$ cat src/logic/rcs_pkg.sv
// Package: register map, flag layout and timing for the reset controller
package rcs_pkg;
  // Register addresses on the plain port
  localparam logic [3:0] ADDR_BOR_CTRL = 4'h0;
  localparam logic [3:0] ADDR_PWR_CTRL = 4'h1;
  localparam logic [3:0] ADDR_STATUS = 4'h2;
  localparam logic [3:0] ADDR_CORE = 4'h3;
  // Brown-out control fields
  localparam int BC_SW_EN = 7;
  localparam int BC_FAST = 6;
  localparam int BC_READY = 0;
  localparam logic BC_SW_EN_RST = 1'b1;
  localparam logic BC_FAST_RST = 1'b0;
  // Power control fields
  localparam int PC_OVF = 7;
  localparam int PC_UNF = 6;
  localparam int PC_PIN = 3;
  localparam int PC_SOFT = 2;
  localparam int PC_POR = 1;
  localparam int PC_BOR = 0;
  localparam logic [7:0] PC_RESET_IMG = 8'h0C;
  localparam logic [7:0] PC_WR_MASK = 8'hCF;
  // Status fields
  localparam int ST_TO = 4;
  localparam int ST_PD = 3;
  // Brown-out mode codes
  localparam logic [1:0] BOR_OFF = 2'h0;
  localparam logic [1:0] BOR_SW = 2'h1;
  localparam logic [1:0] BOR_NOSLEEP = 2'h2;
  localparam logic [1:0] BOR_ON = 2'h3;
  // Vectors
  localparam logic [14:0] RESET_VECTOR = 15'h0000;
  localparam logic [14:0] IRQ_VECTOR = 15'h0004;
  // Timing
  localparam int CLK_MHZ = 100;
  localparam int PWRT_MS = 64;
  localparam int PWRT_CYC = PWRT_MS * 1000 * CLK_MHZ;
  localparam int FILT_NS = 200;
  localparam int FILT_CYC = (FILT_NS * CLK_MHZ + 999) / 1000;
  typedef enum logic [2:0] {
    ST_RUN, ST_HOLD, ST_WAKE_STEP, ST_WAKE_IRQ
  } rcs_state_t;
endpackage

$ cat src/logic/rcs_filt_if.sv
// Interface: reset pin filter request and result
`timescale 1ns/100ps
interface rcs_filt_if;
  logic pin_low;
  logic enabled;
  logic hold;
  modport ctrl (output pin_low, output enabled, input hold);
  modport filt (input pin_low, input enabled, output hold);
endinterface

$ cat src/logic/rcs_pin_filter.sv
// Noise filter for the external reset pin path
`timescale 1ns/100ps
module rcs_pin_filter #(
  parameter int CYC = rcs_pkg::FILT_CYC
) (
  input wire logic i_sys_clk,
  input wire logic i_sys_rst,
  rcs_filt_if.filt f
);
  logic [15:0] cnt_q, cnt_d;
  logic hold_q, hold_d;

  always_comb
  begin
    cnt_d = 16'h0000;
    hold_d = 1'b0;
    // Short low pulses never reach the count, so they are dropped
    if (f.enabled && f.pin_low)
    begin
      cnt_d = (cnt_q == 16'(CYC)) ? cnt_q : cnt_q + 16'h0001;
      hold_d = (cnt_q == 16'(CYC)) || hold_q;
    end
  end

  always_ff @(posedge i_sys_clk or posedge i_sys_rst)
  begin
    if (i_sys_rst)
    begin
      cnt_q <= 16'h0000;
      hold_q <= 1'b0;
    end
    else
    begin
      cnt_q <= cnt_d;
      hold_q <= hold_d;
    end
  end
  assign f.hold = hold_q;
endmodule

$ cat src/logic/rcs_reset_ctrl.sv
// Reset cause recording and start-up sequencing controller
`timescale 1ns/100ps
module rcs_reset_ctrl #(
  parameter int PWRT_CYCLES = rcs_pkg::PWRT_CYC,
  parameter int FILT_CYCLES = rcs_pkg::FILT_CYC
) (
  // Clock and reset
  input wire logic i_sys_clk,
  input wire logic i_sys_rst,
  // Register port
  input wire logic [3:0] i_addr,
  input wire logic [7:0] i_wdata,
  input wire logic i_wr,
  input wire logic i_rd,
  output logic [7:0] o_rdata,
  // Configuration settings
  input wire logic [1:0] i_brownout_mode_cfg,
  input wire logic i_ext_reset_pin_enable,
  input wire logic i_low_voltage_prog,
  input wire logic i_stack_reset_enable,
  input wire logic i_powerup_timer_disable_n,
  // Reset and wake events
  input wire logic i_power_on,
  input wire logic i_brownout,
  input wire logic i_prog_exit,
  input wire logic i_osc_ready,
  input wire logic i_ext_reset_pin,
  input wire logic i_watchdog_timeout,
  input wire logic i_soft_reset,
  input wire logic i_stack_over,
  input wire logic i_stack_under,
  input wire logic i_irq_wake,
  input wire logic i_global_irq_enable,
  input wire logic i_sleeping,
  input wire logic [14:0] i_pc,
  // Analog brown-out detector
  input wire logic i_detector_active,
  // Outputs
  output logic o_core_reset,
  output logic o_pc_load,
  output logic [14:0] o_pc_value,
  output logic o_push_return,
  output logic o_detector_enable,
  output logic o_bandgap_force,
  output logic o_pin_is_gpio,
  output logic o_pullup_sw_ctrl
);
  // ----------------------------------------------------------------
  // Registers and local signals
  // ----------------------------------------------------------------
  logic sw_brownout_enable_q, sw_brownout_enable_d;
  logic brownout_fast_start_q, brownout_fast_start_d;
  logic [7:0] power_control_q, power_control_d;
  logic timeout_flag_n_q, timeout_flag_n_d;
  logic powerdown_flag_n_q, powerdown_flag_n_d;
  logic [7:0] rdata_q, rdata_d;
  logic [31:0] pwrt_q, pwrt_d;
  logic run_q, run_d;
  logic core_rst_q, core_rst_d;
  rcs_pkg::rcs_state_t state_q, state_d;
  logic pc_load_q, pc_load_d;
  logic [14:0] pc_value_q, pc_value_d;
  logic push_q, push_d;
  logic det_en_q, det_en_d;
  logic bg_q, bg_d;
  logic gpio_q, gpio_d;
  logic pin_en;
  logic cold;
  logic stack_ev;
  logic pin_rst;
  logic wdt_rst;
  logic any_rst;

  rcs_filt_if fif();

  // ----------------------------------------------------------------
  // Reset pin path
  // ----------------------------------------------------------------
  assign pin_en = i_ext_reset_pin_enable | i_low_voltage_prog;
  assign fif.pin_low = ~i_ext_reset_pin;
  assign fif.enabled = pin_en;

  rcs_pin_filter #(.CYC(FILT_CYCLES)) u_filt (
    .i_sys_clk(i_sys_clk),
    .i_sys_rst(i_sys_rst),
    .f(fif.filt)
  );

  // Pulse at the start of a held pin reset only
  assign pin_rst = fif.hold & run_q;
  // Programming exit is folded into the cold path
  assign cold = i_power_on | i_prog_exit;
  assign stack_ev = i_stack_reset_enable & (i_stack_over | i_stack_under);
  assign wdt_rst = i_watchdog_timeout & ~i_sleeping;
  assign any_rst = cold | i_brownout | pin_rst | wdt_rst | i_soft_reset |
    stack_ev;

  // ----------------------------------------------------------------
  // Cause flags and control bits
  // ----------------------------------------------------------------
  always_comb
  begin
    sw_brownout_enable_d = sw_brownout_enable_q;
    brownout_fast_start_d = brownout_fast_start_q;
    power_control_d = power_control_q;
    timeout_flag_n_d = timeout_flag_n_q;
    powerdown_flag_n_d = powerdown_flag_n_q;
    // Software writes first, hardware events override
    if (i_wr && i_addr == rcs_pkg::ADDR_BOR_CTRL)
    begin
      sw_brownout_enable_d = i_wdata[rcs_pkg::BC_SW_EN];
      brownout_fast_start_d = i_wdata[rcs_pkg::BC_FAST];
    end
    if (i_wr && i_addr == rcs_pkg::ADDR_PWR_CTRL)
    begin
      power_control_d = i_wdata & rcs_pkg::PC_WR_MASK;
    end
    if (cold)
    begin
      power_control_d = rcs_pkg::PC_RESET_IMG;
      power_control_d[rcs_pkg::PC_BOR] = power_control_q[rcs_pkg::PC_BOR];
      timeout_flag_n_d = 1'b1;
      powerdown_flag_n_d = 1'b1;
      sw_brownout_enable_d = rcs_pkg::BC_SW_EN_RST;
      brownout_fast_start_d = rcs_pkg::BC_FAST_RST;
    end
    else if (i_brownout)
    begin
      // Power-on flag kept, everything else forced
      power_control_d = rcs_pkg::PC_RESET_IMG;
      power_control_d[rcs_pkg::PC_POR] = power_control_q[rcs_pkg::PC_POR];
      timeout_flag_n_d = 1'b1;
      powerdown_flag_n_d = 1'b1;
      sw_brownout_enable_d = rcs_pkg::BC_SW_EN_RST;
      brownout_fast_start_d = rcs_pkg::BC_FAST_RST;
    end
    else
    begin
      // Each event touches only its own flags; the rest hold
      if (pin_rst)
      begin
        power_control_d[rcs_pkg::PC_PIN] = 1'b0;
        if (i_sleeping)
        begin
          timeout_flag_n_d = 1'b1;
          powerdown_flag_n_d = 1'b0;
        end
      end
      if (i_soft_reset)
        power_control_d[rcs_pkg::PC_SOFT] = 1'b0;
      if (stack_ev && i_stack_over)
        power_control_d[rcs_pkg::PC_OVF] = 1'b1;
      if (stack_ev && i_stack_under)
        power_control_d[rcs_pkg::PC_UNF] = 1'b1;
      if (i_watchdog_timeout)
      begin
        timeout_flag_n_d = 1'b0;
        if (i_sleeping)
          powerdown_flag_n_d = 1'b0;
      end
      if (i_irq_wake && i_sleeping && !i_watchdog_timeout)
      begin
        timeout_flag_n_d = 1'b1;
        powerdown_flag_n_d = 1'b0;
      end
    end
  end

  always_ff @(posedge i_sys_clk or posedge i_sys_rst)
  begin
    if (i_sys_rst)
    begin
      sw_brownout_enable_q <= rcs_pkg::BC_SW_EN_RST;
      brownout_fast_start_q <= rcs_pkg::BC_FAST_RST;
      power_control_q <= rcs_pkg::PC_RESET_IMG;
      timeout_flag_n_q <= 1'b1;
      powerdown_flag_n_q <= 1'b1;
    end
    else
    begin
      sw_brownout_enable_q <= sw_brownout_enable_d;
      brownout_fast_start_q <= brownout_fast_start_d;
      power_control_q <= power_control_d;
      timeout_flag_n_q <= timeout_flag_n_d;
      powerdown_flag_n_q <= powerdown_flag_n_d;
    end
  end

  // ----------------------------------------------------------------
  // Start-up sequencing and core control
  // ----------------------------------------------------------------
  always_comb
  begin
    pwrt_d = pwrt_q;
    run_d = run_q;
    state_d = state_q;
    pc_load_d = 1'b0;
    pc_value_d = pc_value_q;
    push_d = 1'b0;
    if (cold || i_brownout)
    begin
      // Timer restarts at the release of the supply event
      pwrt_d = i_powerup_timer_disable_n ? 32'h0 : 32'(PWRT_CYCLES);
      run_d = 1'b0;
      state_d = rcs_pkg::ST_HOLD;
    end
    else if (any_rst)
    begin
      run_d = 1'b0;
      state_d = rcs_pkg::ST_HOLD;
    end
    else
    begin
      // Timer counts even while the pin holds reset
      if (pwrt_q != 32'h0)
        pwrt_d = pwrt_q - 32'h1;
      unique case (state_q)
        rcs_pkg::ST_HOLD:
          // Detector readiness is not waited on in any brown-out mode
          if (pwrt_q == 32'h0 && i_osc_ready && !fif.hold)
          begin
            run_d = 1'b1;
            pc_load_d = 1'b1;
            pc_value_d = rcs_pkg::RESET_VECTOR;
            state_d = rcs_pkg::ST_RUN;
          end
        rcs_pkg::ST_RUN:
          if (i_sleeping && (i_watchdog_timeout || i_irq_wake))
          begin
            pc_load_d = 1'b1;
            pc_value_d = i_pc + 15'h0001;
            state_d = (i_irq_wake && !i_watchdog_timeout &&
              i_global_irq_enable) ? rcs_pkg::ST_WAKE_STEP :
              rcs_pkg::ST_RUN;
          end
        rcs_pkg::ST_WAKE_STEP:
          state_d = rcs_pkg::ST_WAKE_IRQ;
        rcs_pkg::ST_WAKE_IRQ:
        begin
          pc_load_d = 1'b1;
          push_d = 1'b1;
          pc_value_d = rcs_pkg::IRQ_VECTOR;
          state_d = rcs_pkg::ST_RUN;
        end
        default:
          state_d = rcs_pkg::ST_HOLD;
      endcase
    end
    core_rst_d = !run_d;
  end

  always_ff @(posedge i_sys_clk or posedge i_sys_rst)
  begin
    if (i_sys_rst)
    begin
      pwrt_q <= 32'h0;
      run_q <= 1'b0;
      core_rst_q <= 1'b1;
      state_q <= rcs_pkg::ST_HOLD;
      pc_load_q <= 1'b0;
      pc_value_q <= rcs_pkg::RESET_VECTOR;
      push_q <= 1'b0;
    end
    else
    begin
      pwrt_q <= pwrt_d;
      run_q <= run_d;
      core_rst_q <= core_rst_d;
      state_q <= state_d;
      pc_load_q <= pc_load_d;
      pc_value_q <= pc_value_d;
      push_q <= push_d;
    end
  end

  // ----------------------------------------------------------------
  // Detector and pin controls, register read
  // ----------------------------------------------------------------
  always_comb
  begin
    unique case (i_brownout_mode_cfg)
      rcs_pkg::BOR_ON: det_en_d = 1'b1;
      rcs_pkg::BOR_NOSLEEP: det_en_d = ~i_sleeping;
      rcs_pkg::BOR_SW: det_en_d = sw_brownout_enable_q;
      rcs_pkg::BOR_OFF: det_en_d = 1'b0;
    endcase
    bg_d = brownout_fast_start_q &&
      (i_brownout_mode_cfg == rcs_pkg::BOR_NOSLEEP ||
      i_brownout_mode_cfg == rcs_pkg::BOR_SW);
    gpio_d = ~pin_en;
    rdata_d = 8'h00;
    if (i_rd)
    begin
      unique case (i_addr)
        rcs_pkg::ADDR_BOR_CTRL:
        begin
          rdata_d[rcs_pkg::BC_SW_EN] = sw_brownout_enable_q;
          rdata_d[rcs_pkg::BC_FAST] = brownout_fast_start_q;
          rdata_d[rcs_pkg::BC_READY] = i_detector_active;
        end
        rcs_pkg::ADDR_PWR_CTRL: rdata_d = power_control_q;
        rcs_pkg::ADDR_STATUS:
        begin
          rdata_d[rcs_pkg::ST_TO] = timeout_flag_n_q;
          rdata_d[rcs_pkg::ST_PD] = powerdown_flag_n_q;
        end
        rcs_pkg::ADDR_CORE: rdata_d = {7'h00, run_q};
        default: rdata_d = 8'h00;
      endcase
    end
  end

  always_ff @(posedge i_sys_clk or posedge i_sys_rst)
  begin
    if (i_sys_rst)
    begin
      det_en_q <= 1'b0;
      bg_q <= 1'b0;
      gpio_q <= 1'b0;
      rdata_q <= 8'h00;
    end
    else
    begin
      det_en_q <= det_en_d;
      bg_q <= bg_d;
      gpio_q <= gpio_d;
      rdata_q <= rdata_d;
    end
  end

  assign o_rdata = rdata_q;
  assign o_core_reset = core_rst_q;
  assign o_pc_load = pc_load_q;
  assign o_pc_value = pc_value_q;
  assign o_push_return = push_q;
  assign o_detector_enable = det_en_q;
  assign o_bandgap_force = bg_q;
  assign o_pin_is_gpio = gpio_q;
  assign o_pullup_sw_ctrl = gpio_q;
endmodule

$ cat config.mk
export PLATFORM = sky130hd
export DESIGN_NAME = rcs_reset_ctrl
export DESIGN_NICKNAME = d
export VERILOG_FILES = /design/src/logic/rcs_pkg.sv /design/src/logic/rcs_filt_if.sv /design/src/logic/rcs_pin_filter.sv /design/src/logic/rcs_reset_ctrl.sv
export SDC_FILE = /design/constraint.sdc
export NUM_CORES = 1
export LEC_CHECK = 0
export BUFFER_PORTS_ARGS = -buffer_cell sky130_fd_sc_hd__buf_2
export CAP_MARGIN = 20
export CELL_PAD_IN_SITES_DETAIL_PLACEMENT = 0
export CELL_PAD_IN_SITES_GLOBAL_PLACEMENT = 1
export CORE_AREA = 5 5 104 179
export CTS_CLUSTER_SIZE = 16
export DETAILED_ROUTE_END_ITERATION = 12
export DIE_AREA = 0 0 109 184
export HOLD_SLACK_MARGIN = 0.02
export PLACE_DENSITY_LB_ADDON = 0.1
export SLEW_MARGIN = 15
export SYNTH_ARGS = -nofsm -noshare
export SYNTH_HDL_FRONTEND = slang
export SYNTH_HIERARCHICAL = 1
export SYNTH_SLANG_ARGS = --single-unit
$ cat constraint.sdc
create_clock -name i_sys_clk -period 2.4 [get_ports i_sys_clk]
set_input_delay 0.24 -clock i_sys_clk [delete_from_list [all_inputs] [get_ports i_sys_clk]]
set_output_delay 0.24 -clock i_sys_clk [all_outputs]
set_load 0.05 [all_outputs]
==> results.yml <==
outcome:
  run_status: "finished with violations"
  failed_checks: "negative hold slack"
sta:
  hold_viol_final: 2
  fin_tns_setup_ps: 0
  period_share: 0.951
  maxSlewHeadroom: 0.528
  max_slew.worst_pin.slew_ps: 707
  setup_viol: 0
  fin_crit_ps: 2280
  timing.hold.ws_ps: -0.509
  rsz0062_at_grt: "false"
  finClkSkew_ps: 10.3
  fmax_ghz: 0.438
  final-max-slew-violation-count: 0
global_routing:
  grt_max_degree: 74
  track_usage: 0.145
  grt_pass1_vias: 4574
  antenna_found_initial: 0
  overflow: 0
  grt_pass1_wl_um: 22900
finish:
  drive_gt1_frac: 0.237
  seqCellArea_mm2: 0.00226
  nFillCells: 1768
  multi_input_area_mm2: 0.00256
  nets: 677
  utilization: 0.361
  area_growth_pct: 23.0
  num_antenna_cells: 0
drt:
  routed_wl_um: 13900
  wire_per_inst_um: 16.5
  vias_per_cell: 5.07
  drtIter0Drc: 146
  vias: 4293
  drc: 0
  dr.pass1.iters: 6
  ant_nets: 0
logic_synthesis:
  yosys.area.top_type_share: 0.418
  synthTopCellsByCount: "83 x dfrtp_1, 48 x nand2_1, 36 x nor2_1"
  yosysSeqAreaShare: 0.455
  yosysWarnings: 6
  synth-edff-count: 0
  synth_area_leaders: "dfrtp_1 42%, dfstp_2 3.7%, nand2_1 3.6%, ha_1 3.3%, mux2i_1 3.2%"
  synth_cell_types: 63
  yosysTopAreaCell: "dfrtp_1"
  synth_fp_nets: 584
  async_flop_share: 1.00
  yosysMostFrequentCell: "dfrtp_1"
  ys.flop_type: "dfrtp_1"
  synth_area_mm2: 0.00497
  synth-seq-cells: 90
  avgSynthCellArea_um2: 9.54
  synthCells: 521
floorplanning:
  start_util: 0.293
  fp.dieW_um: 109
  num_io_pins: 80
  die_area_mm2: 0.0201
  core_area_mm2: 0.0169
  rows: 63
  die_h_um: 184
worst_setup_path:
  cp_slowest_stage_delay_ps: 560
  critPathCaptureType: "flip-flop"
  crit_arrival_ps: 2510
  crit_slowest_cell: "or4_1"
  crit_fanout: 5
  critical_path_required_ps: 2630
  crit_type: "reg2reg"
  cp_common_cell: "buf_4"
  crit_path_cell_trace: "nor4_4 -> buf_4 -> nand3_1 -> buf_4 -> or4_1 -> a21o_1 -> a221oi_1"
  start_kind: "flip-flop"
cts:
  cts_root_buffer: "clkbuf_16"
  cts_buffers: 9
  clock_path_buffers: 2
  cts_sinks: 90
  cts_resized: 0
  clkTransAtPathRegs_ps: 70
  cts_setup_buffers: 0
  clkLatencyLatePin_ps: 340
  h-tree-depth: 3
  cts_tree: "built"
  cts-hold-fix-buffers: 0
placed_design:
  gp_congestion: 0.776
  dp_hpwl_um: 10400
  numPortBuffers: 76
power_and_ir_drop:
  powerDensity_mw_per_mm2: 560
  leakagePower_nw: 2.78
  vdd_drop_max_mv: 0.384
run:
  max_cap_violations: 0
worst_hold_path:
  timing.hold.worst.class: "in2async"
==> stage by stage <==
stage                     instance area, um2  setup WS [ps]  power [mW]  cells
after floorplan                         4970            314        1.77    521
after global placement                  5770           74.7        1.91    830
after detailed placement                5770           72.6        1.91    830
after CTS                               6090           51.8        3.49    846
after global routing                    6110           12.9        3.59    846
final                                   6110            119        3.42    846
==> power breakdown <==
group	internal (mW)	total, mW	switching, mW
Clock	0.941	1.55	0.604
Sequential	1.54	1.56	0.0206
Combinational	0.115	0.321	0.206
Total	2.59	3.42	0.831
==> layout by cell type (no fill, tap or decap), types with 3 or more instances in the layout <==
master,Yosys,final
nor4_4,2,4
clkbuf_16,0,9
or3_1,22,22
o21a_1,4,4
a21oi_1,24,24
o41ai_1,3,3
o31ai_1,12,12
dfstp_2,7,7
nor2b_1,5,5
nand3_1,22,22
o211ai_1,3,3
a31oi_1,7,7
nand2b_1,7,7
or2_2,3,3
or4_1,19,19
buf_4,2,27
nor2_1,36,36
nand2_1,48,48
inv_1,22,21
o2bb2ai_1,14,14
buf_2,6,76
nor4_1,12,10
nand4_1,10,10
mux2i_1,16,16
xnor2_1,10,10
xor2_1,10,10
o31a_1,3,3
and3_1,7,7
dfrtp_1,83,83
nor3_1,17,16
o21ai_0,21,21
ha_1,13,13
==> state kept, by name, summed over array words and instances (netlist names), 2 cells and up <==
signal           count
o_rdata              7
state_q              2
o_pc_value          15
power_control_q      6
pwrt_q              32
u_filt/cnt_q        16
==> layout make-up <==
class,instances,area share
Clock buffer,11,0.0397
Clock inverter,5,0.0129
Inverter,22,0.0135
Multi-Input combinational cell,387,0.419
Sequential cell,90,0.370
Tap cell,227,0.0464
Timing Repair Buffer,104,0.0986
==> cell families (layout without fill, tap and decap cells) <==
logic type	after synthesis	after routing	share of synthesized area
mux	18	18	0.0367
xor+xnor	20	20	0.0352
simple gates	230	230	0.262
buf+inv	44	142	0.0367
other cells	1	1	0.000754
flops	90	90	0.455
compound gates	105	105	0.141
fa+ha+maj	13	13	0.0327
==> critical path, delay by kind of cell (launching register included) <==
kind | cells | cell delay [ps]
compound gates | 2 | 500
buf+inv | 2 | 340
flops | 1 | 410
simple gates | 3 | 930
==> per-layer routing <==
layer / GRT usage / vias up / share of wire
met2: 0.283 / 76 / 0.57
met1: 0.153 / 2097 / 0.38
li1: - / 2101 / -
met4: 0.0465 / 0 / 0.020
met3: 0.0232 / 19 / 0.027
met5: 0 / - / 0
==> worst paths after layout <==
check                                                  start  slack (ps)                        endpoint  cells after the start
worst min-delay path                               i_sys_rst        -0.5       o_pc_value[5]$_DFFE_PP0P_                      3
worst min register to register  powerdown_flag_n_q$_DFF_PP1_         460    powerdown_flag_n_q$_DFF_PP1_                      2
worst max register to register        pwrt_q[17]$_DFFE_PP0P_         120          state_q[1]$_DFFE_PP0P_                      7
min in group i_sys_clk                          i_soft_reset          90  power_control_q[2]$_DFFE_PP1P_                      2
max in group asynchronous                          i_sys_rst        1930    u_filt/cnt_q[14]$_DFFE_PP0P_                      2
worst max-delay path                  pwrt_q[17]$_DFFE_PP0P_         120          state_q[1]$_DFFE_PP0P_                      7
No activity file was read; power rests on OpenSTA's default activity.
